--- config.mk ---
export PLATFORM = sky130hd
export DESIGN_NAME = sswd_core
export DESIGN_NICKNAME = d
export VERILOG_FILES = /design/src/inc/sswd_pkg.sv /design/src/hw/sswd_core.sv
export VERILOG_INCLUDE_DIRS = /design/src /design/src/inc
export SDC_FILE = /design/constraint.sdc
export NUM_CORES = 1
export LEC_CHECK = 0
export BUFFER_PORTS_ARGS = -buffer_cell sky130_fd_sc_hd__clkbuf_2
export CAP_MARGIN = 20
export CORE_MARGIN = 1.5
export CORE_UTILIZATION = 59
export CTS_CLUSTER_DIAMETER = 120
export DETAILED_ROUTE_END_ITERATION = 10
export PLACE_DENSITY = 0.81
export SYNTH_ARGS = -nofsm -noshare
export SYNTH_HDL_FRONTEND = slang
export SYNTH_SLANG_ARGS = --single-unit
--- constraint.sdc ---
create_clock -name ref_clk -period 5.84 [get_ports ref_clk]
set_input_delay 0.292 -clock ref_clk [delete_from_list [all_inputs] [get_ports ref_clk]]
set_output_delay 0.292 -clock ref_clk [all_outputs]
set_load 0.05 [all_outputs]
--- src/inc/sswd_map.svh ---
/*
  register offsets, field positions, reset values and timing counts
  assumes inclusion by bare name from design and bench files
*/
`ifndef SSWD_MAP_SVH
`define SSWD_MAP_SVH
// ----------------------------------------
// register offsets
// ----------------------------------------
`define SSWD_OFS_CTRL     8'h00
`define SSWD_OFS_STATUS   8'h04
`define SSWD_OFS_MULT     8'h08
`define SSWD_OFS_PD_TMO   8'h0C
`define SSWD_OFS_LI_TMO   8'h10
// ----------------------------------------
// fields and state request codes
// ----------------------------------------
`define SSWD_CTRL_REQ_MSB 3
`define SSWD_CTRL_MANUAL  4
`define SSWD_REQ_INIT     4'h1
`define SSWD_REQ_CONFIG   4'h2
`define SSWD_REQ_BOOT     4'h3
`define SSWD_REQ_HELD     4'h4
`define SSWD_REQ_RUN      4'h8
// ----------------------------------------
// reset values
// ----------------------------------------
`define SSWD_MULT_RST     16'h09C2
`define SSWD_PD_TMO_RST   16'h03E8
`define SSWD_LI_TMO_RST   16'h03E8
// ----------------------------------------
// timing
// ----------------------------------------
`define SSWD_BASE_NS      40
`define SSWD_REF_NS       100
`define SSWD_UNIT_NS      20
`define SSWD_TICK_US      100
`define SSWD_WD_MS        100
`endif

--- src/inc/sswd_pkg.sv ---
/*
  types of the slave state watchdog block
  assumes nothing of its surroundings
*/
package sswd_pkg;
  typedef enum logic [2:0] {
    st_init,
    st_config,
    st_copy,
    st_held,
    st_run,
    st_boot
  } sswd_state_t;
endpackage

--- src/hw/sswd_core.sv ---
/*
  slave state machine with process data and local interface watchdogs
  assumes strobes and event inputs synchronous to ref_clk
*/
// Overview of operation
// - two independent watchdogs, process data and local interface, default 100 ms
// - process data watchdog restarts only on a successful process data exchange
// - expired process data watchdog forces all outputs to zero
// - watchdog expiry never changes the operating state
// - local interface watchdog expires without local accesses for its timeout
// - one shared multiplier, separate timeout counts per watchdog
// - one tick lasts multiplier plus two periods of 40 ns
// - multiplier resets to 2498, tick of 100 us
// - process data count resets to 1000, timeout of 100 ms
// - timeout count 0 to 65535, multiplier 1 to 65535
// - timeout count zero disables the process data watchdog entirely
// - power-on enters init, refusing mailbox and process data traffic
// - mailbox setup checked entering configuring; mailbox allowed from configuring through running
// - channel and clock sync checked, status shows held code during the input copy, held state entered after it
// - outputs held state allows all traffic but keeps outputs safe
// - running state drives outputs from received output data
// - firmware update only from init, file transfer mailbox only
// - with watchdog disabled outputs may be driven in outputs held state
`timescale 1ns/10ps
`include "sswd_map.svh"
module sswd_core #(
  parameter int DATA_W = 8,
  parameter int ADDR_W = 8
) (
  input  wire logic              ref_clk,
  input  wire logic              arst_n,
  input  wire logic [ADDR_W-1:0] reg_addr,
  input  wire logic [31:0]       reg_wdata,
  input  wire logic              reg_wr,
  input  wire logic              reg_rd,
  output logic      [31:0]       reg_rdata,
  input  wire logic              pd_exchange_ok,
  input  wire logic              li_access,
  input  wire logic              mbx_cfg_ok,
  input  wire logic              pd_cfg_ok,
  input  wire logic              dc_cfg_ok,
  input  wire logic              input_copy_done,
  output logic                   input_copy_req,
  input  wire logic [DATA_W-1:0] out_data_in,
  output logic      [DATA_W-1:0] out_pins,
  output logic                   mbx_allow,
  output logic                   pd_allow,
  output logic                   xfer_only,
  output logic      [1:0]        wd_expired
);
  // ----------------------------------------
  // declarations
  // ----------------------------------------
  localparam logic [17:0] ACC_STEP = 18'(`SSWD_REF_NS / `SSWD_UNIT_NS);
  localparam logic [17:0] ACC_BASE = 18'(`SSWD_BASE_NS / `SSWD_UNIT_NS);

  sswd_pkg::sswd_state_t state_reg;
  logic [3:0]        req_reg;
  logic              manual_reg;
  logic              err_reg;
  logic [15:0]       mult_reg;
  logic [15:0]       tmo_reg [2];
  logic [15:0]       cnt_reg [2];
  logic [1:0]        exp_reg;
  logic [17:0]       acc_reg;
  logic              tick_reg;
  logic [31:0]       rdata_reg;
  logic [DATA_W-1:0] out_reg;
  logic [17:0]       acc_thr;
  logic [17:0]       acc_sum;
  logic [1:0]        evt;
  logic [3:0]        cur_code;
  logic              wr_ctrl;
  logic              set_ok;
  logic              drive;
  logic              pd_en;

  function automatic logic [3:0] code_of(sswd_pkg::sswd_state_t s);
    case (s)
      sswd_pkg::st_init:   code_of = `SSWD_REQ_INIT;
      sswd_pkg::st_config: code_of = `SSWD_REQ_CONFIG;
      sswd_pkg::st_boot:   code_of = `SSWD_REQ_BOOT;
      sswd_pkg::st_run:    code_of = `SSWD_REQ_RUN;
      default:             code_of = `SSWD_REQ_HELD;
    endcase
  endfunction

  assign cur_code = code_of(state_reg);
  assign wr_ctrl  = reg_wr && (reg_addr == ADDR_W'(`SSWD_OFS_CTRL));
  assign set_ok   = manual_reg && (state_reg == sswd_pkg::st_init);
  assign pd_en    = (tmo_reg[0] != 16'h0000);

  // ----------------------------------------
  // traffic gating by state
  // ----------------------------------------
  assign mbx_allow = (state_reg == sswd_pkg::st_config) || (state_reg == sswd_pkg::st_copy)
                   || pd_allow;
  assign pd_allow  = (state_reg == sswd_pkg::st_held) || (state_reg == sswd_pkg::st_run);
  assign xfer_only = (state_reg == sswd_pkg::st_boot);
  assign input_copy_req = (state_reg == sswd_pkg::st_copy);
  assign out_pins   = out_reg;
  assign wd_expired = exp_reg;
  assign reg_rdata  = rdata_reg;

  // ----------------------------------------
  // control register
  // ----------------------------------------
  always_ff @(posedge ref_clk or negedge arst_n) begin
    if (!arst_n) begin
      req_reg    <= `SSWD_REQ_INIT;
      manual_reg <= 1'b0;
    end else if (wr_ctrl) begin
      req_reg    <= reg_wdata[`SSWD_CTRL_REQ_MSB:0];
      manual_reg <= reg_wdata[`SSWD_CTRL_MANUAL];
    end
  end

  // ----------------------------------------
  // watchdog settings
  // ----------------------------------------
  always_ff @(posedge ref_clk or negedge arst_n) begin
    if (!arst_n) begin
      mult_reg   <= `SSWD_MULT_RST;
      tmo_reg[0] <= `SSWD_PD_TMO_RST;
      tmo_reg[1] <= `SSWD_LI_TMO_RST;
    end else if (reg_wr && set_ok) begin
      if (reg_addr == ADDR_W'(`SSWD_OFS_MULT) && reg_wdata[15:0] != 16'h0000) begin
        mult_reg <= reg_wdata[15:0];
      end else if (reg_addr == ADDR_W'(`SSWD_OFS_PD_TMO)) begin
        tmo_reg[0] <= reg_wdata[15:0];
      end else if (reg_addr == ADDR_W'(`SSWD_OFS_LI_TMO)) begin
        tmo_reg[1] <= reg_wdata[15:0];
      end
    end
  end

  // ----------------------------------------
  // shared prescaler
  // ----------------------------------------
  // accumulates in 20 ns units so a 100 ns clock gives exact 40 ns multiples
  assign acc_thr = 18'({2'b00, mult_reg} + 18'h00002) * ACC_BASE;
  assign acc_sum = acc_reg + ACC_STEP;

  always_ff @(posedge ref_clk or negedge arst_n) begin
    if (!arst_n) begin
      acc_reg  <= 18'h00000;
      tick_reg <= 1'b0;
    end else if (acc_sum >= acc_thr) begin
      acc_reg  <= (acc_sum - acc_thr >= acc_thr) ? 18'h00000 : acc_sum - acc_thr;
      tick_reg <= 1'b1;
    end else begin
      acc_reg  <= acc_sum;
      tick_reg <= 1'b0;
    end
  end

  // ----------------------------------------
  // watchdog counters
  // ----------------------------------------
  assign evt[0] = pd_exchange_ok && pd_allow;
  assign evt[1] = li_access;

  for (genvar i = 0; i < 2; i++) begin : g_wd
    always_ff @(posedge ref_clk or negedge arst_n) begin
      if (!arst_n) begin
        cnt_reg[i] <= `SSWD_PD_TMO_RST;
        exp_reg[i] <= 1'b0;
      end else begin
        if (evt[i]) begin
          cnt_reg[i] <= tmo_reg[i];
        end else if (tick_reg && cnt_reg[i] != 16'h0000) begin
          cnt_reg[i] <= cnt_reg[i] - 16'h0001;
        end
        exp_reg[i] <= (tmo_reg[i] != 16'h0000) && (cnt_reg[i] == 16'h0000) && !evt[i];
      end
    end
  end

  // ----------------------------------------
  // slave state machine
  // ----------------------------------------
  // expiry is not an input here, so the state is never touched by it
  always_ff @(posedge ref_clk or negedge arst_n) begin
    if (!arst_n) begin
      state_reg <= sswd_pkg::st_init;
      err_reg   <= 1'b0;
    end else if (wr_ctrl) begin
      err_reg <= 1'b0;
    end else if (state_reg == sswd_pkg::st_copy) begin
      if (input_copy_done) begin
        state_reg <= sswd_pkg::st_held;
      end
    end else if (!err_reg && cur_code != req_reg) begin
      case (state_reg)
        sswd_pkg::st_init: begin
          if (req_reg == `SSWD_REQ_CONFIG && mbx_cfg_ok) begin
            state_reg <= sswd_pkg::st_config;
          end else if (req_reg == `SSWD_REQ_BOOT) begin
            state_reg <= sswd_pkg::st_boot;
          end else begin
            err_reg <= 1'b1;
          end
        end
        sswd_pkg::st_config: begin
          if (req_reg == `SSWD_REQ_INIT) begin
            state_reg <= sswd_pkg::st_init;
          end else if (req_reg == `SSWD_REQ_HELD && pd_cfg_ok && dc_cfg_ok) begin
            state_reg <= sswd_pkg::st_copy;
          end else begin
            err_reg <= 1'b1;
          end
        end
        sswd_pkg::st_held: begin
          if (req_reg == `SSWD_REQ_INIT) begin
            state_reg <= sswd_pkg::st_init;
          end else if (req_reg == `SSWD_REQ_CONFIG) begin
            state_reg <= sswd_pkg::st_config;
          end else if (req_reg == `SSWD_REQ_RUN) begin
            state_reg <= sswd_pkg::st_run;
          end else begin
            err_reg <= 1'b1;
          end
        end
        sswd_pkg::st_run: begin
          if (req_reg == `SSWD_REQ_INIT) begin
            state_reg <= sswd_pkg::st_init;
          end else if (req_reg == `SSWD_REQ_CONFIG) begin
            state_reg <= sswd_pkg::st_config;
          end else if (req_reg == `SSWD_REQ_HELD) begin
            state_reg <= sswd_pkg::st_held;
          end else begin
            err_reg <= 1'b1;
          end
        end
        sswd_pkg::st_boot: begin
          if (req_reg == `SSWD_REQ_INIT) begin
            state_reg <= sswd_pkg::st_init;
          end else begin
            err_reg <= 1'b1;
          end
        end
        default: begin
          state_reg <= sswd_pkg::st_init;
        end
      endcase
    end
  end

  // ----------------------------------------
  // output driving
  // ----------------------------------------
  always_comb begin
    drive = 1'b0;
    if (state_reg == sswd_pkg::st_run) begin
      drive = !exp_reg[0];
    end else if (state_reg == sswd_pkg::st_held) begin
      drive = !pd_en;
    end
  end

  always_ff @(posedge ref_clk or negedge arst_n) begin
    if (!arst_n) begin
      out_reg <= '0;
    end else if (drive) begin
      out_reg <= out_data_in;
    end else begin
      out_reg <= '0;
    end
  end

  // ----------------------------------------
  // register read
  // ----------------------------------------
  always_ff @(posedge ref_clk or negedge arst_n) begin
    if (!arst_n) begin
      rdata_reg <= 32'h00000000;
    end else if (!reg_rd) begin
      rdata_reg <= 32'h00000000;
    end else if (reg_addr == ADDR_W'(`SSWD_OFS_CTRL)) begin
      rdata_reg <= {27'h0000000, manual_reg, req_reg};
    end else if (reg_addr == ADDR_W'(`SSWD_OFS_STATUS)) begin
      rdata_reg <= {23'h000000, (cur_code == req_reg), exp_reg, err_reg,
                    input_copy_req, cur_code};
    end else if (reg_addr == ADDR_W'(`SSWD_OFS_MULT)) begin
      rdata_reg <= {16'h0000, mult_reg};
    end else if (reg_addr == ADDR_W'(`SSWD_OFS_PD_TMO)) begin
      rdata_reg <= {16'h0000, tmo_reg[0]};
    end else if (reg_addr == ADDR_W'(`SSWD_OFS_LI_TMO)) begin
      rdata_reg <= {16'h0000, tmo_reg[1]};
    end else begin
      rdata_reg <= 32'h00000000;
    end
  end

  // ----------------------------------------
  // assertions
  // ----------------------------------------
  logic [17:0] gap_reg;
  logic        seen_reg;
  always_ff @(posedge ref_clk or negedge arst_n) begin
    if (!arst_n) begin
      gap_reg  <= 18'h00000;
      seen_reg <= 1'b0;
    end else if (reg_wr && reg_addr == ADDR_W'(`SSWD_OFS_MULT)) begin
      gap_reg  <= 18'h00000;
      seen_reg <= 1'b0;
    end else if (tick_reg) begin
      gap_reg  <= 18'h00001;
      seen_reg <= 1'b1;
    end else begin
      gap_reg  <= gap_reg + 18'h00001;
    end
  end

  property p_tick_len;
    @(posedge ref_clk) disable iff (!arst_n)
    tick_reg && seen_reg |-> (gap_reg * ACC_STEP + ACC_STEP > acc_thr)
                          && (gap_reg * ACC_STEP < acc_thr + ACC_STEP);
  endproperty
  a_tick_len: assert property (p_tick_len) else $error("tick length wrong");

  property p_mult_nz;
    @(posedge ref_clk) disable iff (!arst_n)
    mult_reg != 16'h0000;
  endproperty
  a_mult_nz: assert property (p_mult_nz) else $error("multiplier zero");

  property p_exp_safe;
    @(posedge ref_clk) disable iff (!arst_n)
    exp_reg[0] |=> out_pins == '0;
  endproperty
  a_exp_safe: assert property (p_exp_safe) else $error("outputs live after expiry");

  property p_exp_keep;
    @(posedge ref_clk) disable iff (!arst_n)
    state_reg == sswd_pkg::st_run && req_reg == `SSWD_REQ_RUN && !wr_ctrl
      && $rose(exp_reg[0]) |=> state_reg == sswd_pkg::st_run;
  endproperty
  a_exp_keep: assert property (p_exp_keep) else $error("expiry left running");

  property p_dis;
    @(posedge ref_clk) disable iff (!arst_n)
    tmo_reg[0] == 16'h0000 |=> !exp_reg[0];
  endproperty
  a_dis: assert property (p_dis) else $error("disabled watchdog expired");

  property p_reload;
    @(posedge ref_clk) disable iff (!arst_n)
    evt[0] |=> cnt_reg[0] == $past(tmo_reg[0]) && !exp_reg[0];
  endproperty
  a_reload: assert property (p_reload) else $error("no reload on exchange");

  property p_init_gate;
    @(posedge ref_clk) disable iff (!arst_n)
    state_reg == sswd_pkg::st_init |-> !mbx_allow && !pd_allow;
  endproperty
  a_init_gate: assert property (p_init_gate) else $error("traffic in init");

  property p_config_gate;
    @(posedge ref_clk) disable iff (!arst_n)
    state_reg == sswd_pkg::st_config |-> mbx_allow && !pd_allow && $past(mbx_cfg_ok
      || state_reg != sswd_pkg::st_init);
  endproperty
  a_config_gate: assert property (p_config_gate) else $error("bad configuring entry");

  property p_copy;
    @(posedge ref_clk) disable iff (!arst_n)
    state_reg == sswd_pkg::st_held && $past(state_reg) == sswd_pkg::st_config |-> 1'b0;
  endproperty
  a_copy: assert property (p_copy) else $error("held state without copy");

  property p_held;
    @(posedge ref_clk) disable iff (!arst_n)
    state_reg == sswd_pkg::st_held && pd_en ##1 state_reg == sswd_pkg::st_held
      |-> out_pins == '0;
  endproperty
  a_held: assert property (p_held) else $error("outputs live in held state");

  property p_boot;
    @(posedge ref_clk) disable iff (!arst_n)
    state_reg == sswd_pkg::st_boot |-> xfer_only && !mbx_allow && !pd_allow
      && ($past(state_reg) == sswd_pkg::st_boot || $past(state_reg) == sswd_pkg::st_init);
  endproperty
  a_boot: assert property (p_boot) else $error("bad firmware update state");

  property p_run;
    @(posedge ref_clk) disable iff (!arst_n)
    state_reg == sswd_pkg::st_run && !exp_reg[0] |=> out_pins == $past(out_data_in);
  endproperty
  a_run: assert property (p_run) else $error("outputs not driven");

  c_run: cover property (@(posedge ref_clk) disable iff (!arst_n)
    state_reg == sswd_pkg::st_run && exp_reg[0]);
  c_copy: cover property (@(posedge ref_clk) disable iff (!arst_n)
    state_reg == sswd_pkg::st_copy ##1 state_reg == sswd_pkg::st_held);
  c_boot: cover property (@(posedge ref_clk) disable iff (!arst_n)
    state_reg == sswd_pkg::st_boot);
  c_li: cover property (@(posedge ref_clk) disable iff (!arst_n) $rose(exp_reg[1]));
endmodule

Yosys cells after proc, flatten, opt, wreduce, memory -nomap -nowiden
Index checks and enable logic that the tools add are counted.

word-level totals
  flip-flop bits (word level) = 150
  output and inout port bits = 46
  logic and storage cells = 148

cells by class
  $add $sub $neg = 5
  order comparisons = 2
  equal/unequal tests = 34
  muxes and demuxes = 47
  bitwise logic cells = 3
  reduce and logical (&&, ||, !) cells = 42

operators with widths
  operator               number
  $mux 16                10
  $reduce_bool 16->1     5
  $mux 3                 14
  $ge 18x18->1           2
  $mux 18                2
  $ne 3x3->1 const B     11
  $logic_not 16->1       2
  $sub 16x1->16 const B  2
  $add 18x3->18 const B  1
  $sub 18x18->18         1
  $add 16x2->17 const B  1
  $mux 1                 17
  $eq 8x4->1 const B     2
  $pmux 4 s4             1
  $logic_and 1x1->1      15
  $pmux 3 s5             1
  $reduce_and 14->1      1
  $eq 4x2->1 const B     2
  $eq 8x3->1 const B     1
  $eq 8x5->1 const B     1
  $logic_not 8->1        1
  $mux 8                 1
  $ne 4x2->1 const B     2
  $reduce_and 8->1       1
  other kinds (23)       36

Logic depth before layout (Yosys ltp)
  depth after elaboration = 9
  mapped depth = 24
  gate-level depth less buffers = 22

Worst setup path after synthesis
Ideal clock, no wire load.

  path kind = flip-flop to flip-flop
  from = register acc_reg[0]
  to = register acc_reg[3]
  setup time = 0.064 ns
  data arrival time = 4.525 ns
  required time = 5.776 ns
  setup slack = 1.251 ns
  cell stages (with the launch flop) = 21
  path buffers = 1
  clock period less this slack = 4.589 ns
  cell sequence = dfrtp_1 a21oi_1 xnor2_1 ha_1 a21oi_1 nor2_1 a211oi_1 or4_4 a311oi_2 a31oi_1 nand4b_1 inv_1 ha_1 a211o_1 a21oi_1 o211ai_1 a31o_2 a21oi_1 clkbuf_1 and4_2 a21o_1

on the way
  word-level cells in the longest chain between the ends = 5

ends and longest elaborated chain
  element                   line              text
  start: declaration        sswd_core.sv:65   logic [17:0] acc_reg;
  start signal: assignment  sswd_core.sv:149  acc_reg <= (acc_sum - acc_thr >= acc_thr) ? 18'h00000 : acc_sum - acc_thr;
  start signal: assignment  sswd_core.sv:152  acc_reg <= acc_sum;
  $add 18x3->18 *           sswd_core.sv:142  assign acc_sum = acc_reg + ACC_STEP;
  $sub 18x18->18            sswd_core.sv:149
  $ge 18x18->1              sswd_core.sv:149
  $mux 18                   sswd_core.sv:149
  $mux 18 *                 sswd_core.sv:148  end else if (acc_sum >= acc_thr) begin

Every way passes the cells marked *; elsewhere a longest branch is shown, timed or not.
A chain may end at the register's enable or synchronous reset.

Worst setup path in the final report
  from = register mult_reg[1]
  to = register acc_reg[16]

on the way
  word-level cells in the longest chain between the ends = 5

ends and longest elaborated chain
  element                   line              text
  start: declaration        sswd_core.sv:61   logic [15:0] mult_reg;
  start signal: assignment  sswd_core.sv:123  mult_reg <= `SSWD_MULT_RST;
  start signal: assignment  sswd_core.sv:128  mult_reg <= reg_wdata[15:0];
  $add 16x2->17 *           sswd_core.sv:141  assign acc_thr = 18'({2'b00, mult_reg} + 18'h00002) * ACC_BASE;
  $sub 18x18->18            sswd_core.sv:149
  $ge 18x18->1              sswd_core.sv:149
  $mux 18                   sswd_core.sv:149
  $mux 18 *                 sswd_core.sv:148

Marks and branches as above.

==> results by stage <==
STA:
- Hold is met by 0.0671 ns.
- The total count of hold-check failures in the final report is 0.
- At the pin with the least slew margin, the transition time is 1.02 ns.
- Of the available clock period, the critical path in the final layout requires 0.905.
- The shortest clock period the worst path allows after layout is 5.28 ns.
- The relative max-transition margin is 0.316.
- Summed over all failing endpoints, the final setup total negative slack is 0 ns.
- The post-layout worst setup margin is 0.557 ns.
- The number of endpoints failing setup at the final stage is 0.
- The count of final max-slew check failures is 0.
- Clock skew on the completed layout was measured at just under 0.009 ns.
- The fmax is between 0.15 and 0.2 GHz.
- Setup repair after global routing left no endpoint under its margin.

Synthesis:
- Of the total synthesized cell area, the portion taken by AND, OR, NAND and NOR gates is 0.186.
- By count the netlist is led by dfrtp_1, nor2_1, nand2_1.
- The most used flip-flop cell after synthesis is dfrtp_1.
- The share of the Yosys chip area taken by registers is 0.409.
- Yosys instantiated no cell more often than dfrtp_1.
- Of the total synthesized cell area, the portion taken by full adders, half adders and majority gates is 0.0568.
- The mux contribution to synthesized area is 0.0832.
- After synthesis, the netlist uses 74 different library cells.
- The cell type with the largest total area after synthesis is dfrtp_1.
- After synthesis the netlist holds a flip-flop and latch count of 134.
- For this run, the number of Yosys warnings is 0.
- Ranked by total cell area, the synthesized netlist is headed by dfrtp_1, dfstp_2, mux2_2.
- Of the total synthesized cell area, the portion taken by XOR and XNOR cells is 0.0793.
- By area, the combinational part of the netlist is dominated by simple AND/OR/NAND/NOR gates.
- The post-synthesis instance area is 8290 um^2.
- After synthesis, the mean cell area works out to slightly below 10 um^2.
- The area fraction in compound gates after synthesis came to 0.142.
- The post-synthesis cell count is 849.
- The area fraction of the dominant cell type after synthesis is 0.314.
- The fraction of registers with async set or reset after synthesis is 1.00.
- In this run, synthesis inferred 0 flip-flops with an integrated enable.

Floorplanning:
- The floorplan step set the die height to 122 um.
- For this configuration, the core starts out at a cell density of 0.602.
- The floorplan step set the die width to 122 um.
- The die covers 14800 um^2.
- The core region is 13800 um^2.
- The floorplan row count is 43.
- In this run the count of I/O pins placed on the die edge is 104.

Pwr:
- The net switching power of the design is 1.75 mW.
- VDD sags by at most 0.000279 V.
- The proportion of power drawn by the clock network is 0.248.
- The switching power share of the total is 0.393.
- Of the total power, combinational logic draws 0.479.
- Of the total power, registers draw 0.273.
- The internal portion of the total power is 2.70 mW.
- The power density over the cells is approximately 480 nW/um^2.
- The design draws 4.45 mW.
- For this design the static power due to leakage is 4.21 nW.

Global routing:
- Entering global routing, the biggest net connects 70 pins.
- Global routing finished with a remaining overflow of 0.
- Across every metal layer, demand over resource in global routing totals 0.291.
- The via count of the first global-routing pass is 6555.
- The initial antenna violation count came to 0.
- The first global-routing pass estimated 33.2 mm of wire.

Run status:
- The run finished with clean final reports.

Worst setup path:
- STA classifies the critical path endpoint as a flop.
- The worst register-to-register path has a depth of 20.
- The worst path required time is around 6.2 ns.
- For flop-to-flop paths, the worst setup slack is 0.56 ns.
- The path type of the worst setup path is flop to flop.
- The worst setup path is launched from a flop.
- The critical path data arrival time is around 5.6 ns.
- The top fanout value on the critical path is 12.

Finish:
- 0 antenna diodes ended up in the layout.
- Of the cells placed in the final design, the portion with a size suffix greater than 1 is 0.237.
- Across the whole layout, storage elements account for 3390 um^2.
- The area growth from synthesis to layout is 12.3%.
- Measured on the finished design, the core utilization comes to 0.675.
- After the last flow step, the layout net total stands at 1002.
- In the final layout, the multi-input gates occupy approximately 4600 um^2.
- The filler cell count in the final layout is 1078.

Place:
- The HPWL reported at the end of detailed placement is 14.7 mm.
- The placer's final routability congestion estimate is just over 0.9.
- OpenSTA, run right after detailed placement, puts the worst setup slack at 0.755 ns.
- Port buffering added 71 buffers.

Clock tree:
- The number of clock sinks seen by CTS is 134.
- Clock-pin slew was measured on the worst setup and hold paths at ~0.060 ns.
- Counting the buffers created by CTS gives 17.
- The clock latency at the later pin of the worst-skew pair is about 0.42 ns.
- In this run the clock root is driven by a clkbuf_16.
- The clock passes through at most 2 buffers.
- The TritonCTS clock tree is built.
- The number of setup buffers added after CTS is 0.
- In this run the number of H-tree levels came out at 4.

Worst hold path:
- In this run the worst hold path is classified as input port to flop.
- The number of cells traversed by the worst hold path is 2.

Run:
- Max-cap violations in this run came to 0.

Detailed routing:
- After detailed routing, the average wire length per cell comes to between 15 and 20 um.
- The vias per cell is 6.26.
- The count of nets left with antenna violations once routing finished came out at 0.
- The detailed-route via count is a little under 7k.
- Wires add up to 20.6 mm.
- The number of DRC violations after detailed routing is 0.
- The first TritonRoute pass finished after 8 iterations.
- The first routing iteration left 794 violations.
## power by group through the flow
stage | Sequential, mW | Combinational [mW] | Clock [mW]
6_report | 1.22 | 2.13 | 1.10
5_1_grt | 1.23 | 2.38 | 1.16
4_1_cts | 1.21 | 2.11 | 1.11
3_5_place_dp | 1.22 | 2.07 | 0
3_3_place_gp | 1.22 | 2.01 | 0
2_1_floorplan | 1.19 | 1.69 | 0
## per-stage QoR
step,cell area [um^2],std cells
after floorplan,8340,864
after global placement,8680,1067
after detailed placement,8680,1067
after CTS,9300,1100
after global routing,9300,1100
final,9300,1100
## final timing paths
kind                           startpoint           to
min in group asynchronous          arst_n   acc_reg[3]
setup / recovery              mult_reg[1]  acc_reg[16]
max in group asynchronous          arst_n  cnt_reg[26]
hold reg to reg                tmo_reg[9]   cnt_reg[9]
hold / removal             out_data_in[3]  out_pins[3]
setup reg to reg              mult_reg[1]  acc_reg[16]
## worst max-delay path, cell delays in order (launching register included)
cell and delay (ns):
dfstp_2 0.64, ha_1 0.28, nand4_1 0.19, nor3b_1 0.41, nor2_1 0.12, ha_1 0.31
o21ai_0 0.09, or4_4 0.44, a311oi_2 0.48, a31oi_1 0.13, nand4b_1 0.25, inv_1 0.09
ha_1 0.24, a211o_1 0.31, a21oi_1 0.11, o211ai_1 0.12, a31o_2 0.27, a21oi_1 0.16
buf_4 0.20, and3_4 0.23, a22o_1 0.12
## logic make-up (layout without fill, tap and decap cells)
group,Yosys count,in the layout
AND/OR/NAND/NOR,296,296
AO/OA/AOI/OAI,172,172
flip-flops,134,134
XOR/XNOR,75,75
buffers and inverters,72,128
multiplexers,62,62
adder cells (fa/ha/maj),37,37
other,1,16
## cell type report
cell class                 instances  share of cell area
multi-input combinational        658               0.495
sequential                       134               0.364
clock buffer                      21              0.0495
timing repair buffer              76              0.0432
tap                              180              0.0242
clock inverter                    11              0.0160
inverter                          20             0.00807
## repair_timing
action	4_1_cts	5_1_grt
hold buffers	1	0
hold endpoints to repair	54	0
gates resized for setup	0	0
setup endpoints to repair	0	0
## routing by layer
layer / wire [um] / share of wire / GRT usage
met4: 346 / 0.017 / 0.0890
met2: 9840 / 0.48 / 0.462
met1: 8860 / 0.43 / 0.399
met3: 1540 / 0.075 / 0.0639
met5: 0 / 0 / 0
## placed cells by master, fill, tap and decap left out, drive strengths merged, types with 5 or more instances in the layout
cell and n:
nor2 71, o211ai 6, ha 36, nand2b 11
mux2i 7, a21oi 40, xnor2 50, buf 5
and2 15, nand3 24, a31oi 11, a22o 6
a21o 14, nor4 21, and4 7, o21ai 41
conb 16, and3 9, nor2b 5, mux2 55
nor3 26, or3 9, a222oi 15, dfrtp 104
dfstp 30, nand4 14, or2 7, clkbuf 91
xor2 25, inv 21, nand2 64
Note: power is estimated with default switching activity, not from simulation.
